===== src/pkg/pss_defines.svh =====
// register offsets, field positions, reset values and timing counts
`ifndef PSS_DEFINES_SVH
`define PSS_DEFINES_SVH

`define PSS_OFF_STATUS 12'h000
`define PSS_OFF_CTRL 12'h004
`define PSS_OFF_IRQ_STAT 12'h008
`define PSS_OFF_IRQ_MASK 12'h00c
`define PSS_OFF_LINK_IN 12'h010

`define PSS_BIT_RESOLVED 11
`define PSS_BIT_LINK 10
`define PSS_BIT_XOVER 6
`define PSS_BIT_DOWNGRADE 5
`define PSS_BIT_ENERGY 4
`define PSS_BIT_TX_PAUSE 3
`define PSS_BIT_RX_PAUSE 2

`define PSS_CTRL_XOVER_LO 5
`define PSS_CTRL_XOVER_HI 6
`define PSS_CTRL_SW_RESET 15
`define PSS_CTRL_AN_ENABLE 12

`define PSS_XOVER_MANUAL_MDI 2'h0
`define PSS_XOVER_MANUAL_MDIX 2'h1

`define PSS_IRQ_RESOLVED 0
`define PSS_IRQ_LINK 1
`define PSS_IRQ_ENERGY 2
`define PSS_IRQ_DOWNGRADE 3
`define PSS_IRQ_BITS 4

`define PSS_CTRL_RESET 16'h1000
`define PSS_SW_RESET_CYCLES 4'h4
`endif


===== src/pkg/pss_pkg.sv =====
// types shared by the status bank modules
package pss_pkg;
  typedef struct packed {
    logic link_up;
    logic an_complete;
    logic mdix;
    logic downgrade;
    logic energy_sleep;
    logic tx_pause;
    logic rx_pause;
  } pss_link_t;

  typedef struct packed {
    logic psel;
    logic penable;
    logic pwrite;
    logic [11:0] paddr;
    logic [31:0] pwdata;
  } pss_apb_req_t;

  typedef struct packed {
    logic [1:0] xover_mode;
    logic an_enable;
  } pss_cfg_t;
endpackage


===== src/verilog/pss_cfg_latch.sv =====
// crossover and negotiation settings that take effect on software reset
`timescale 1ns/1ps
`include "pss_defines.svh"
module pss_cfg_latch import pss_pkg::*; (
  // clock and reset
  input wire logic ref_clk,
  input wire logic rst_b,
  // pending settings and apply strobe
  input pss_cfg_t pending,
  input wire logic apply,
  // active settings
  output pss_cfg_t active
);
  typedef struct packed {
    pss_cfg_t act;
  } pss_cl_state_t;

  pss_cl_state_t r, next_r;

  always_comb begin
    next_r = r;
    if (apply) begin
      next_r.act = pending;
    end
  end

  always_ff @(posedge ref_clk or negedge rst_b) begin
    if (!rst_b) begin
      r <= '{act: '{xover_mode: 2'h0, an_enable: 1'b1}};
    end else begin
      r <= next_r;
    end
  end

  assign active = r.act;
endmodule


===== src/verilog/pss_irq.sv =====
// sticky event flags with write-one-to-clear and mask
`timescale 1ns/1ps
`include "pss_defines.svh"
module pss_irq import pss_pkg::*; (
  // clock and reset
  input wire logic ref_clk,
  input wire logic rst_b,
  // events and software access
  input wire logic [`PSS_IRQ_BITS-1:0] event_in,
  input wire logic [`PSS_IRQ_BITS-1:0] clear_in,
  input wire logic mask_we,
  input wire logic [`PSS_IRQ_BITS-1:0] mask_in,
  // state
  output logic [`PSS_IRQ_BITS-1:0] status,
  output logic [`PSS_IRQ_BITS-1:0] mask,
  output logic irq
);
  typedef struct packed {
    logic [`PSS_IRQ_BITS-1:0] stat;
    logic [`PSS_IRQ_BITS-1:0] msk;
    logic irq;
  } pss_irq_state_t;

  pss_irq_state_t r, next_r;

  always_comb begin
    next_r = r;
    // set wins over a clear in the same cycle
    next_r.stat = (r.stat & ~clear_in) | event_in;
    if (mask_we) begin
      next_r.msk = mask_in;
    end
    next_r.irq = |(next_r.stat & next_r.msk);
  end

  always_ff @(posedge ref_clk or negedge rst_b) begin
    if (!rst_b) begin
      r <= '0;
    end else begin
      r <= next_r;
    end
  end

  assign status = r.stat;
  assign mask = r.msk;
  assign irq = r.irq;
endmodule


===== src/verilog/pss_status_bank.sv =====
// specific status register bank with apb slave
//
// Behaviour
// - crossover status reads as valid only once the resolved bit is one.
// - resolved bit sets on negotiation complete, and whenever negotiation is disabled.
// - in manual mode crossover status follows software crossover control bits.
// - crossover control writes take effect only at a software reset.
// - transmit and receive pause bits copy the resolved pause result.
// - pause bits are informational; nothing inside acts on them.
// - pause bits are valid only after the resolved bit is set.
//
// Design decisions made here: register access over APB and the register addresses.
`timescale 1ns/1ps
`include "pss_defines.svh"
module pss_status_bank import pss_pkg::*; (
  // clock and reset
  input wire logic ref_clk,
  input wire logic rst_b,
  // apb slave
  input wire logic psel,
  input wire logic penable,
  input wire logic pwrite,
  input wire logic [11:0] paddr,
  input wire logic [31:0] pwdata,
  output logic [31:0] prdata,
  output logic pready,
  output logic pslverr,
  // link side state
  input pss_link_t link,
  input wire logic auto_xover_mdix,
  // active configuration toward link logic
  output logic [1:0] xover_mode,
  output logic an_enable,
  output logic sw_reset_busy,
  // interrupt
  output logic irq
);
  // ****************************************
  // state
  // ****************************************
  typedef struct packed {
    logic [15:0] ctrl;
    logic [15:0] status;
    logic [3:0] sw_cnt;
    logic busy;
    logic apply;
    logic [31:0] prdata;
    logic pready;
    logic pslverr;
    logic [1:0] xover_mode;
    logic an_enable;
    logic irq;
    logic prev_resolved;
    logic prev_link;
    logic prev_energy;
    logic prev_downgrade;
  } pss_bank_state_t;

  pss_bank_state_t r, next_r;

  pss_cfg_t pending_cfg;
  pss_cfg_t active_cfg;
  logic [`PSS_IRQ_BITS-1:0] irq_events;
  logic [`PSS_IRQ_BITS-1:0] irq_clear;
  logic [`PSS_IRQ_BITS-1:0] irq_status;
  logic [`PSS_IRQ_BITS-1:0] irq_mask;
  logic irq_level;
  logic mask_we;
  logic acc;
  logic wr;
  logic rd;
  logic mapped;

  // ****************************************
  // apb decode
  // ****************************************
  // one wait state per access: pready is registered and rises the cycle after the first access cycle
  assign acc = psel & penable & ~r.pready;
  assign wr = acc & pwrite;
  assign rd = acc & ~pwrite;
  assign mapped = (paddr == `PSS_OFF_STATUS) || (paddr == `PSS_OFF_CTRL) ||
                  (paddr == `PSS_OFF_IRQ_STAT) || (paddr == `PSS_OFF_IRQ_MASK) ||
                  (paddr == `PSS_OFF_LINK_IN);
  assign mask_we = wr && (paddr == `PSS_OFF_IRQ_MASK);
  assign irq_clear = (wr && (paddr == `PSS_OFF_IRQ_STAT)) ?
                     pwdata[`PSS_IRQ_BITS-1:0] : '0;

  assign pending_cfg.xover_mode = r.ctrl[`PSS_CTRL_XOVER_HI:`PSS_CTRL_XOVER_LO];
  assign pending_cfg.an_enable = r.ctrl[`PSS_CTRL_AN_ENABLE];

  // ****************************************
  // submodules
  // ****************************************
  pss_cfg_latch u_cfg (
    .ref_clk(ref_clk),
    .rst_b(rst_b),
    .pending(pending_cfg),
    .apply(r.apply),
    .active(active_cfg)
  );

  pss_irq u_irq (
    .ref_clk(ref_clk),
    .rst_b(rst_b),
    .event_in(irq_events),
    .clear_in(irq_clear),
    .mask_we(mask_we),
    .mask_in(pwdata[`PSS_IRQ_BITS-1:0]),
    .status(irq_status),
    .mask(irq_mask),
    .irq(irq_level)
  );

  // events: rising edges of resolved and downgrade, any change of link and energy in the composed status
  always_comb begin
    irq_events = '0;
    irq_events[`PSS_IRQ_RESOLVED] = r.status[`PSS_BIT_RESOLVED] & ~r.prev_resolved;
    irq_events[`PSS_IRQ_LINK] = r.status[`PSS_BIT_LINK] ^ r.prev_link;
    irq_events[`PSS_IRQ_ENERGY] = r.status[`PSS_BIT_ENERGY] ^ r.prev_energy;
    irq_events[`PSS_IRQ_DOWNGRADE] = r.status[`PSS_BIT_DOWNGRADE] & ~r.prev_downgrade;
  end

  // ****************************************
  // next state
  // ****************************************
  always_comb begin
    logic resolved;
    resolved = 1'b0;
    next_r = r;
    next_r.apply = 1'b0;
    next_r.pready = acc;
    next_r.pslverr = acc & ~mapped;
    next_r.prdata = '0;

    // software reset sequence: hold busy a few cycles, then apply settings
    if (r.busy) begin
      if (r.sw_cnt == 4'h0) begin
        next_r.busy = 1'b0;
        next_r.apply = 1'b1;
        next_r.ctrl[`PSS_CTRL_SW_RESET] = 1'b0;
      end else begin
        next_r.sw_cnt = r.sw_cnt - 4'h1;
      end
    end

    if (wr && (paddr == `PSS_OFF_CTRL)) begin
      // crossover bits are only stored here, not applied
      next_r.ctrl = pwdata[15:0];
      if (pwdata[`PSS_CTRL_SW_RESET]) begin
        next_r.busy = 1'b1;
        next_r.sw_cnt = `PSS_SW_RESET_CYCLES;
      end else begin
        next_r.ctrl[`PSS_CTRL_SW_RESET] = r.ctrl[`PSS_CTRL_SW_RESET];
      end
    end

    // compose status; software cannot write it
    resolved = link.an_complete | ~active_cfg.an_enable;
    next_r.status = '0;
    next_r.status[`PSS_BIT_RESOLVED] = resolved;
    next_r.status[`PSS_BIT_LINK] = link.link_up;
    // before resolution the crossover bit is held at zero as meaningless
    if (resolved) begin
      if (active_cfg.xover_mode == `PSS_XOVER_MANUAL_MDI) begin
        next_r.status[`PSS_BIT_XOVER] = 1'b0;
      end else if (active_cfg.xover_mode == `PSS_XOVER_MANUAL_MDIX) begin
        next_r.status[`PSS_BIT_XOVER] = 1'b1;
      end else begin
        next_r.status[`PSS_BIT_XOVER] = auto_xover_mdix;
      end
      // pause bits are mirrored only; no internal logic reads them
      next_r.status[`PSS_BIT_TX_PAUSE] = link.tx_pause;
      next_r.status[`PSS_BIT_RX_PAUSE] = link.rx_pause;
    end
    next_r.status[`PSS_BIT_DOWNGRADE] = link.downgrade;
    next_r.status[`PSS_BIT_ENERGY] = link.energy_sleep;
    // software reset clears the soft-reset-sensitive fields
    if (r.busy) begin
      next_r.status[`PSS_BIT_XOVER] = 1'b0;
      next_r.status[`PSS_BIT_TX_PAUSE] = 1'b0;
      next_r.status[`PSS_BIT_RX_PAUSE] = 1'b0;
    end

    next_r.prev_resolved = r.status[`PSS_BIT_RESOLVED];
    next_r.prev_link = r.status[`PSS_BIT_LINK];
    next_r.prev_energy = r.status[`PSS_BIT_ENERGY];
    next_r.prev_downgrade = r.status[`PSS_BIT_DOWNGRADE];

    if (rd) begin
      unique case (paddr)
        `PSS_OFF_STATUS: next_r.prdata = {16'h0000, r.status};
        `PSS_OFF_CTRL: next_r.prdata = {16'h0000, r.ctrl};
        `PSS_OFF_IRQ_STAT: next_r.prdata = {28'h0000000, irq_status};
        `PSS_OFF_IRQ_MASK: next_r.prdata = {28'h0000000, irq_mask};
        `PSS_OFF_LINK_IN: next_r.prdata = {25'h0000000, link};
        default: next_r.prdata = 32'h00000000;
      endcase
    end

    next_r.xover_mode = active_cfg.xover_mode;
    next_r.an_enable = active_cfg.an_enable;
    next_r.irq = irq_level;
  end

  always_ff @(posedge ref_clk or negedge rst_b) begin
    if (!rst_b) begin
      r <= '0;
      r.ctrl <= `PSS_CTRL_RESET;
      r.an_enable <= 1'b1;
    end else begin
      r <= next_r;
    end
  end

  // ****************************************
  // outputs
  // ****************************************
  assign prdata = r.prdata;
  assign pready = r.pready;
  assign pslverr = r.pslverr;
  assign xover_mode = r.xover_mode;
  assign an_enable = r.an_enable;
  assign sw_reset_busy = r.busy;
  assign irq = r.irq;
endmodule

===== config.mk =====
export PLATFORM = sky130hd
export DESIGN_NAME = pss_status_bank
export DESIGN_NICKNAME = d
export VERILOG_FILES = /design/src/pkg/pss_pkg.sv /design/src/verilog/pss_cfg_latch.sv /design/src/verilog/pss_irq.sv /design/src/verilog/pss_status_bank.sv
export VERILOG_INCLUDE_DIRS = /design/src /design/src/pkg
export SDC_FILE = /design/constraint.sdc
export NUM_CORES = 1
export LEC_CHECK = 0
export BUFFER_PORTS_ARGS = -buffer_cell sky130_fd_sc_hd__buf_2
export CORE_UTILIZATION = 35
export DETAILED_ROUTE_END_ITERATION = 10
export GPL_TIMING_DRIVEN = 0
export SLEW_MARGIN = 20
export SYNTH_ARGS = -nofsm -noshare
export SYNTH_HDL_FRONTEND = slang
export SYNTH_SLANG_ARGS = --single-unit
export TNS_END_PERCENT = 100

===== constraint.sdc =====
create_clock -name ref_clk -period 5.1 [get_ports ref_clk]
set_clock_uncertainty 0.15 [all_clocks]
set_input_delay 0.51 -clock ref_clk [delete_from_list [all_inputs] [get_ports ref_clk]]
set_output_delay 0.51 -clock ref_clk [all_outputs]
set_load 0.005 [all_outputs]

==> results of run 1 <==
[metal layers]
metal / up-vias / track usage (%) / part of all wire [%]
met5: - / 0 / 0
met4: 0 / 6.72 / 1.6
met3: 11 / 5.42 / 7.8
met2: 73 / 25.1 / 47
met1: 1046 / 20.1 / 43
li1: 1051 / - / -
[logic make-up after synthesis]
logic type	count (synthesis)
DFF	67
other	1
adders and majority gates	1
xor gates and xnor gates	3
buffers and inverters	53
AOI/OAI and AO/OA	37
muxes	27
and+or+nand+nor	76
[area by class of cell]
cell class / count / share of cell area [%]
buffer: 41 / 7.95
clock inverter: 2 / 0.920
inverter: 12 / 1.18
sequential: 67 / 44.1
clock buffer: 14 / 4.27
tap: 105 / 3.45
timing repair buffer: 64 / 9.20
multi-input combinational: 160 / 28.9
[sequential cells by signal, summed over array words and instances (netlist names)]
name           cells
r                 25
u_irq.status       4
u_irq.mask         4
pslverr            1
irq                1
pending_cfg        3
an_enable          1
pready             1
u_irq.irq          1
next_r             4
u_cfg.active       3
prdata            16
sw_reset_busy      1
xover_mode         2
[power groups by stage]
| stage | clock network, mW | logic, mW | registers [mW] |
|---|---|---|---|
| after global routing | 0.475 | 0.116 | 0.563 |
| after global placement | 0 | 0.0975 | 0.570 |
| after detailed placement | 0 | 0.104 | 0.571 |
| final | 0.446 | 0.103 | 0.561 |
| after CTS | 0.458 | 0.105 | 0.561 |
| after floorplan | 0 | 0.0569 | 0.568 |
[stage by stage]
stage	power, mW	hold slack (ps)	utilization, %	worst slack, ps	std cells
after floorplan	0.625	64.4	-	2970	280
after global placement	0.668	182	42.8	2620	447
after detailed placement	0.674	196	43.2	2580	448
after CTS	1.12	129	45.6	2950	465
after global routing	1.15	128	45.6	2860	465
final	1.11	142	45.6	2950	465
[worst max-delay path, cell delays in order]
cell,delay [ps]
buf_2,110
nor4_4,490
and4_2,380
and2b_1,160
buf_4,210
mux2_2,360
[worst paths after layout]
kind	start	end	depth (start not counted)
worst max-delay path	paddr[9]	r[65]	6
worst min-delay path	link[6]	next_r[2]	1
worst max register to register	pready	u_irq.irq	5
worst min register to register	u_irq.irq	irq	0
max in group asynchronous	rst_b	u_cfg.active[0]	3
min in group asynchronous	rst_b	u_irq.status[1]	2
[synthesized netlist by cell type (2+ instances only)]
cell type	n	area share, %
a211oi_1	2	0.49
a21o_1	4	0.98
a21oi_1	11	1.8
a222oi_1	3	0.98
a22oi_1	2	0.49
and2_1	2	0.41
and3_1	7	1.4
buf_2	2	0.33
buf_4	37	9.0
dfrtp_1	64	52
dfstp_2	3	2.6
inv_1	12	1.5
mux2_2	20	7.3
mux2i_1	7	2.3
nand2_1	14	1.7
nand2b_1	2	0.41
nand3_1	3	0.49
nand4_1	2	0.41
nand4b_1	2	0.57
nor2_1	22	2.7
nor2b_1	5	1.0
nor3_1	4	0.65
nor4_1	3	0.61
o21ai_0	5	0.81
o221ai_1	4	1.1
o31a_2	4	1.3
xor2_1	2	0.57
==> flow_summary.json, run 1 <==
{
  "root_buffer": "clkbuf_8",
  "mostFrequentLayoutCells": "dfrtp_1, buf_2, buf_4",
  "grt_pass1_wl_um": 10400,
  "hp-class": "primary input to register",
  "port_buffers": 62,
  "seqPwrFrac_pct": 50.5,
  "arrival_ps": 2240,
  "final-hold-violation-count": 0,
  "finalMaxSlewViolations": 0,
  "combPwrFrac_pct": 9.3,
  "ys.flop_type": "dfrtp_1",
  "p_leak_nw": 2.00,
  "finalSetupViolCount": 0,
  "core_mm2": 0.00834,
  "synthDistinctLibCells": 44,
  "tns_ps": 0,
  "cts_tree": "done",
  "fillers": 823,
  "firstDrtPassIters": 6,
  "drt_iter0_drc": 84,
  "grt.overflow.total": 0,
  "postPlaceCellArea_mm2": 0.00360,
  "grt_pass1_vias": 2113,
  "ctsHoldBuffers": 1,
  "status": "completed",
  "fmax_ghz": 0.465,
  "final_common_cell": "dfrtp_1",
  "rsz0062_at_grt": "false",
  "grt_max_degree": 47,
  "max-cap-violations": 0,
  "die_area_mm2": 0.00915,
  "start_kind": "primary input",
  "end_kind": "register",
  "peakVddDrop_v": 0.000241,
  "clkSinkCount": 67,
  "num_antenna_cells": 0,
  "criticalPathCategory": "primary input to register",
  "async_flop_share_pct": 100,
  "rows": 33,
  "clk_latency_ps": 350,
  "synthAdderAreaFrac_pct": 0.407,
  "p_sw_share_pct": 23.7,
  "p_clk_share_pct": 40.2,
  "avgRoutedWirePerCell_um": 14.1,
  "synthSimpleGateAreaFrac_pct": 14.4,
  "worstPathMaxFanout": 10,
  "path_clk_slew_ps": 70,
  "p_sw_mw": 0.263,
  "die_x_um": 95.7,
  "h-tree-depth": 3,
  "rrSetupSlack_ps": 3110,
  "die_y_um": 95.7,
  "max-slew-margin-rel_pct": 59.0,
  "multiInputGateArea_mm2": 0.00110,
  "viasPerCell": 4.69,
  "vias": 2181,
  "antenna_found_initial": 0,
  "wl_um": 6580,
  "drc_errors": 0,
  "cts_max_path_buffers": 2,
  "ant_nets": 0,
  "synth_top_family_by_area": "simple AND/OR/NAND/NOR gates",
  "avgSynthCellArea_um2": 11.6,
  "synthMuxAreaShare_pct": 9.61,
  "regArea_mm2": 0.00168,
  "drive_gt1_share_pct": 41.9,
  "fin_crit_sh_pct": 42.2,
  "io-pin-count": 96,
  "cellPowerDensity_mw_per_mm2": 292,
  "cp.required_ps": 5180,
  "post_cts_buffers": 0,
  "place_hpwl_um": 4890,
  "period_minus_slack_ps": 2150,
  "cts_buffers": 9,
  "yosys.area_share.xor_xnor_pct": 0.855,
  "synthToLayoutAreaGrowth_pct": 24.0,
  "yosysWarnings": 0,
  "stdcell_area_mm2": 0.00381,
  "synth-seq-cells": 67,
  "place_congestion": 0.758,
  "synth_compound_area_share_pct": 8.55,
  "synthCells": 265,
  "post_cts_resize_count": 0,
  "grtUsageTotal_pct": 16.0,
  "syn-cell-area_mm2": 0.00307,
  "start_util_pct": 36.8,
  "power.internal_mw": 0.848,
  "nets": 413,
  "synth_edf_count": 0,
  "worst_pin_slew_ps": 613,
  "ys_seq_area_share_pct": 54.7
}
No activity file was read; power rests on OpenSTA's default activity.
==> inputs of run 2 (changes only) <==
--- a/config.mk
+++ b/config.mk
@@ -6,6 +6,7 @@
 export SDC_FILE = /design/constraint.sdc
 export NUM_CORES = 1
 export LEC_CHECK = 0
+export ABC_AREA = 1
 export BUFFER_PORTS_ARGS = -buffer_cell sky130_fd_sc_hd__buf_2
 export CORE_UTILIZATION = 35
 export DETAILED_ROUTE_END_ITERATION = 10
==> constraint.sdc (replaced) <==
create_clock -name ref_clk -period 2.15 [get_ports ref_clk]
set_clock_uncertainty 0.15 [all_clocks]
set_input_delay 0.215 -clock ref_clk [delete_from_list [all_inputs] [get_ports ref_clk]]
set_output_delay 0.215 -clock ref_clk [all_outputs]
set_load 0.005 [all_outputs]
==> flow_summary.json, run 2 <==
{
  "status": "completed",
  "r2r_start": "pready",
  "holdWs_ps": 36.0,
  "cts_buffers": 9,
  "reg2reg_depth": 5,
  "whs_endpoint": "u_irq.mask[3]",
  "final-hold-violation-count": 0,
  "synth-seq-cells": 67,
  "post_cts_resize_count": 0,
  "postPlaceCellArea_mm2": 0.00364,
  "period_minus_slack_ps": 1720,
  "core_mm2": 0.00868,
  "end_kind": "register",
  "viasPerCell": 4.29,
  "synth_edf_count": 0,
  "wl_um": 6400,
  "clkSinkCount": 67,
  "criticalPathCategory": "register to register",
  "arrival_ps": 1790,
  "cts_tree": "done",
  "place_hpwl_um": 4720,
  "place_ws_ps": 420,
  "ys_seq_area_share_pct": 54.1,
  "cellPowerDensity_mw_per_mm2": 616,
  "die_y_um": 96.2,
  "io-pin-count": 96,
  "fin_crit_sh_pct": 80.0,
  "setup_ws_ps": 431,
  "h-tree-depth": 3,
  "mostFrequentLayoutCells": "nand2_1, dfrtp_1, buf_2",
  "grt_pass1_vias": 2271,
  "path_clk_slew_ps": 70,
  "synth_top_area_share_pct": 51.5,
  "worstPathMaxFanout": 8,
  "synthTopCellsByCount": "nand2_1, dfrtp_1, buf_4, inv_1, nor2_1",
  "die_area_mm2": 0.00926,
  "hp-start": "pwdata[3]",
  "largest_register_ffs": 25,
  "whs_path_depth": 3,
  "drc_errors": 0,
  "grtUsageTotal_pct": 15.2,
  "ant_nets": 0,
  "rows": 34,
  "max-cap-violations": 0,
  "start_util_pct": 35.8,
  "stdcell_area_mm2": 0.00404,
  "yosysWarnings": 0,
  "finalMaxSlewViolations": 0,
  "finalSetupViolCount": 0,
  "tns_ps": 0,
  "cts_max_path_buffers": 2,
  "top_register": "r",
  "peakVddDrop_v": 0.000300,
  "clk_latency_ps": 330,
  "power_mw": 2.49,
  "nets": 506,
  "fillers": 889,
  "fmax_ghz": 0.582,
  "p_leak_nw": 2.17,
  "yosysMostFrequentCell": "nand2_1",
  "synthDistinctLibCells": 31,
  "vias": 2404,
  "drive_gt1_share_pct": 32.5,
  "num_antenna_cells": 0,
  "hp-class": "primary input to register",
  "async_flop_share_pct": 100,
  "grt_pass1_wl_um": 10400,
  "final_common_cell": "nand2_1",
  "root_buffer": "clkbuf_8",
  "cp.required_ps": 2220,
  "port_buffers": 63,
  "synthTopCellsByArea": "dfrtp_1, nand2_1, buf_4, nand3_1, inv_1",
  "rrSetupSlack_ps": 430,
  "syn-cell-area_mm2": 0.00311,
  "start_kind": "register",
  "antenna_found_initial": 0,
  "die_x_um": 96.2,
  "avgRoutedWirePerCell_um": 11.4,
  "synthCells": 336,
  "rsz0062_at_grt": "false",
  "timing.rr.end": "r[47]",
  "grt.overflow.total": 0,
  "avgSynthCellArea_um2": 9.25,
  "place_congestion": 0.809,
  "grt_max_degree": 55,
  "synthToLayoutAreaGrowth_pct": 30.0,
  "ys.flop_type": "dfrtp_1",
  "drt_iter0_drc": 84,
  "firstDrtPassIters": 4,
  "synth_top_cell_by_area": "dfrtp_1"
}
[run 2: changes by cell type after synthesis, moves of 5 or more]
cell,change
nand3_1,+17
nor2b_1,-5
nand2_1,+79
and3_1,-7
mux2i_1,-7
a21oi_1,-7
nor2_4,+5
mux2_2,-18
inv_1,+14
[run 2: cell families (layout without fill, tap and decap cells)]
kind of cell	count (synthesis)	in the layout	synth area share [%]
and+or+nand+nor	172	172	26.3
buffers and inverters	71	173	13.9
xor gates and xnor gates	3	3	0.846
AOI/OAI and AO/OA	19	19	3.62
DFF	67	67	54.1
other	1	16	0.121
muxes	2	2	0.725
adders and majority gates	1	1	0.403
[run 2: how the worst max path moves through the flow]
stage / start / to / slack, ps / depth (start not counted)
floorplan: pready / pending_cfg[2] / 630 / 9
global placement: rst_b / pending_cfg[1] / 420 / 1
detailed placement: paddr[7] / r[47] / 420 / 7
CTS: pready / pending_cfg[2] / 420 / 9
global route: pready / pending_cfg[2] / 270 / 9
finish: pready / r[47] / 430 / 5
[run 2: power breakdown]
group	switching, mW	internal (mW)	leakage, nW
Sequential	0.0212	1.29	0.861
Clock	0.435	0.481	0.0867
Combinational	0.138	0.123	1.22
Total	0.594	1.90	2.17
[run 2: metrics by stage]
step / std cells / util, %
after floorplan: 351 / -
after global placement: 522 / 41.7
after detailed placement: 523 / 42.0
after CTS: 561 / 46.6
after global routing: 561 / 46.6
final: 561 / 46.6
[run 2: final cells by class]
class	count	area, um2	area share, %
plain buffers	39	304	7.53
clock inverters	2	12.5	0.310
inverters	32	128	3.16
multi-input cells	213	1050	26.0
well taps	108	135	3.34
flip-flops and latches	67	1680	41.6
clock buffers	14	163	4.03
repair buffers	86	566	14.0
[run 2: timing repair]
item / 4_1_cts / 5_1_grt
endpoints found under the hold margin: 85 / 0
buffers inserted: 0 / 0
hold buffers: 22 / 0
[run 2: critical path, cell delays in order, from the launching register on]
cell and delay (ps):
dfrtp_1 380, inv_1 60, nand3_2 120, nor2_4 270, nand4_1 360, nor3b_1 260
[run 2: layer usage]
layer	routed length, um	vias to the layer above	track usage (%)
met5	0	-	0
met4	59	0	6.34
met3	316	4	3.16
met2	3100	57	25.1
met1	2930	1114	19.2
li1	-	1229	-
==> inputs of run 3 (changes only) <==
--- a/config.mk
+++ b/config.mk
@@ -6,7 +6,7 @@
 export SDC_FILE = /design/constraint.sdc
 export NUM_CORES = 1
 export LEC_CHECK = 0
-export ABC_AREA = 1
+export ABC_AREA = 0
 export BUFFER_PORTS_ARGS = -buffer_cell sky130_fd_sc_hd__buf_2
 export CORE_UTILIZATION = 35
 export DETAILED_ROUTE_END_ITERATION = 10
==> constraint.sdc (replaced) <==
create_clock -name ref_clk -period 1.8 [get_ports ref_clk]
set_clock_uncertainty 0.15 [all_clocks]
set_input_delay 0.18 -clock ref_clk [delete_from_list [all_inputs] [get_ports ref_clk]]
set_output_delay 0.18 -clock ref_clk [all_outputs]
set_load 0.005 [all_outputs]
==> flow_summary.json, run 3 (synthesis gave the netlist of run 1 again) <==
{
  "place_hpwl_um": 4810,
  "die_y_um": 95.7,
  "power_mw": 3.29,
  "num_antenna_cells": 0,
  "rows": 33,
  "rsz0062_at_grt": "true",
  "avgRoutedWirePerCell_um": 14.2,
  "status": "finished with violations",
  "place_congestion": 0.778,
  "postPlaceCellArea_mm2": 0.00360,
  "p_leak_nw": 2.22,
  "start_util_pct": 36.8,
  "fillers": 786,
  "antenna_found_initial": 0,
  "cp.required_ps": 1870,
  "cpPeakStageDelay_ps": 380,
  "mostFrequentLayoutCells": "dfrtp_1, buf_2, buf_4",
  "grt_max_degree": 46,
  "clk_latency_ps": 340,
  "crit_family": "simple AND/OR/NAND/NOR gates",
  "violations": "setup timing",
  "crit_buf_inv": 1,
  "tns_ps": -679,
  "vias": 2367,
  "finalMaxSlewViolations": 0,
  "die_area_mm2": 0.00915,
  "grtUsageTotal_pct": 16.7,
  "grt_pass1_wl_um": 11200,
  "path_clk_slew_ps": 70,
  "worstPathMaxFanout": 6,
  "largest_register_ffs": 25,
  "drt_iter0_drc": 93,
  "arrival_ps": 1990,
  "period_minus_slack_ps": 1920,
  "peakVddDrop_v": 0.000666,
  "cellPowerDensity_mw_per_mm2": 757,
  "core_mm2": 0.00834,
  "wl_um": 7210,
  "top_register": "r",
  "cts_max_path_buffers": 2,
  "synthToLayoutAreaGrowth_pct": 41.5,
  "cts_tree": "done",
  "ant_nets": 0,
  "max-slew-margin-rel_pct": 65.3,
  "stdcell_area_mm2": 0.00435,
  "criticalPathCategory": "register to register",
  "crit_slowest_cell": "dfrtp_1",
  "io-pin-count": 96,
  "die_x_um": 95.7,
  "crit_path_cell_trace": "nand4b_1 -> nand4b_4 -> or2_4 -> buf_6 -> o221ai_4 -> nand4_1",
  "grt_pass1_vias": 2307,
  "root_buffer": "clkbuf_8",
  "nets": 454,
  "fin_crit_sh_pct": 107,
  "start_kind": "register",
  "drive_gt1_share_pct": 44.6,
  "cts_buffers": 9,
  "port_buffers": 62,
  "final-hold-violation-count": 0,
  "h-tree-depth": 3,
  "setup_ws_ps": -122,
  "max-cap-violations": 0,
  "drc_errors": 0,
  "clkSinkCount": 67,
  "firstDrtPassIters": 4,
  "grt.overflow.total": 0,
  "worst_pin_slew_ps": 520,
  "finalSetupViolCount": 9,
  "viasPerCell": 4.68,
  "end_kind": "register",
  "hp-class": "primary input to register",
  "final_common_cell": "dfrtp_1",
  "fmax_ghz": 0.520
}
## run 3: cell types whose count changed in the layout (fill, tap and decap cells not counted), sizes merged, moves of 8 or more
cell,before,now
nand2,98,15
nand3,23,3
inv,31,12
mux2,2,20
buf,103,118
nor2,34,22
o21ai,13,5
## run 3: where the power goes
group | internal [mW] | leakage (nW) | switching (mW)
logic | 0.174 | 1.25 | 0.180
registers | 1.55 | 0.870 | 0.0399
clock network | 0.776 | 0.103 | 0.569
## run 3: worst register-to-register path: stages, from the launching register on
cell and delay (ps):
dfrtp_1 380, nand4b_1 280, nand4b_4 290, or2_4 290
buf_6 140, o221ai_4 170, nand4_1 110
## run 3: cell type report
type,instances,area [um2],area share [%]
flip-flops and latches,67,1680,38.7
multi-input cells,161,1240,28.5
repair buffers,104,728,16.8
plain buffers,41,314,7.23
clock buffers,11,131,3.02
well taps,105,131,3.02
clock inverters,5,77.6,1.78
inverters,12,45.0,1.04
## run 3: layer usage
| layer | vias up | part of all wire, % | GRT usage [%] | routed length [um] |
|---|---|---|---|---|
| met3 | 8 | 7.3 | 6.54 | 523 |
| met2 | 89 | 48 | 27.4 | 3430 |
| met5 | - | 0 | 0 | 0 |
| met4 | 0 | 0.76 | 3.73 | 55 |
| li1 | 1140 | - | - | - |
| met1 | 1130 | 44 | 20.8 | 3200 |
## run 3: repair_timing
action	CTS	global route
gates resized for setup	13	30
endpoints found under the setup margin	4	27
pin swaps	3	3
hold endpoints to repair	107	0
buffers inserted	10	4
hold buffers	26	0
gates cloned	1	1
## run 3: per-stage QoR
step / setup slack (ps) / utilization, % / cells / hold WS, ps
floorplan: 6.16 / - / 280 / -266
global placement: -326 / 42.8 / 447 / 168
detailed placement: -381 / 43.2 / 448 / -48.7
CTS: -147 / 50.4 / 501 / 30.3
global route: -241 / 52.1 / 506 / 60.5
finish: -122 / 52.1 / 506 / 64.8
## run 3: path summary, 6_finish.rpt
check	from	to	slack [ps]	cells after the start
setup reg to reg	pready	u_irq.irq	-120	6
hold reg to reg	u_irq.irq	irq	200	0
setup / recovery	pready	u_irq.irq	-120	6
hold / removal	pwrite	prdata[15]	60	3
max in group asynchronous	rst_b	an_enable	800	3
min in group asynchronous	rst_b	u_irq.status[1]	120	2
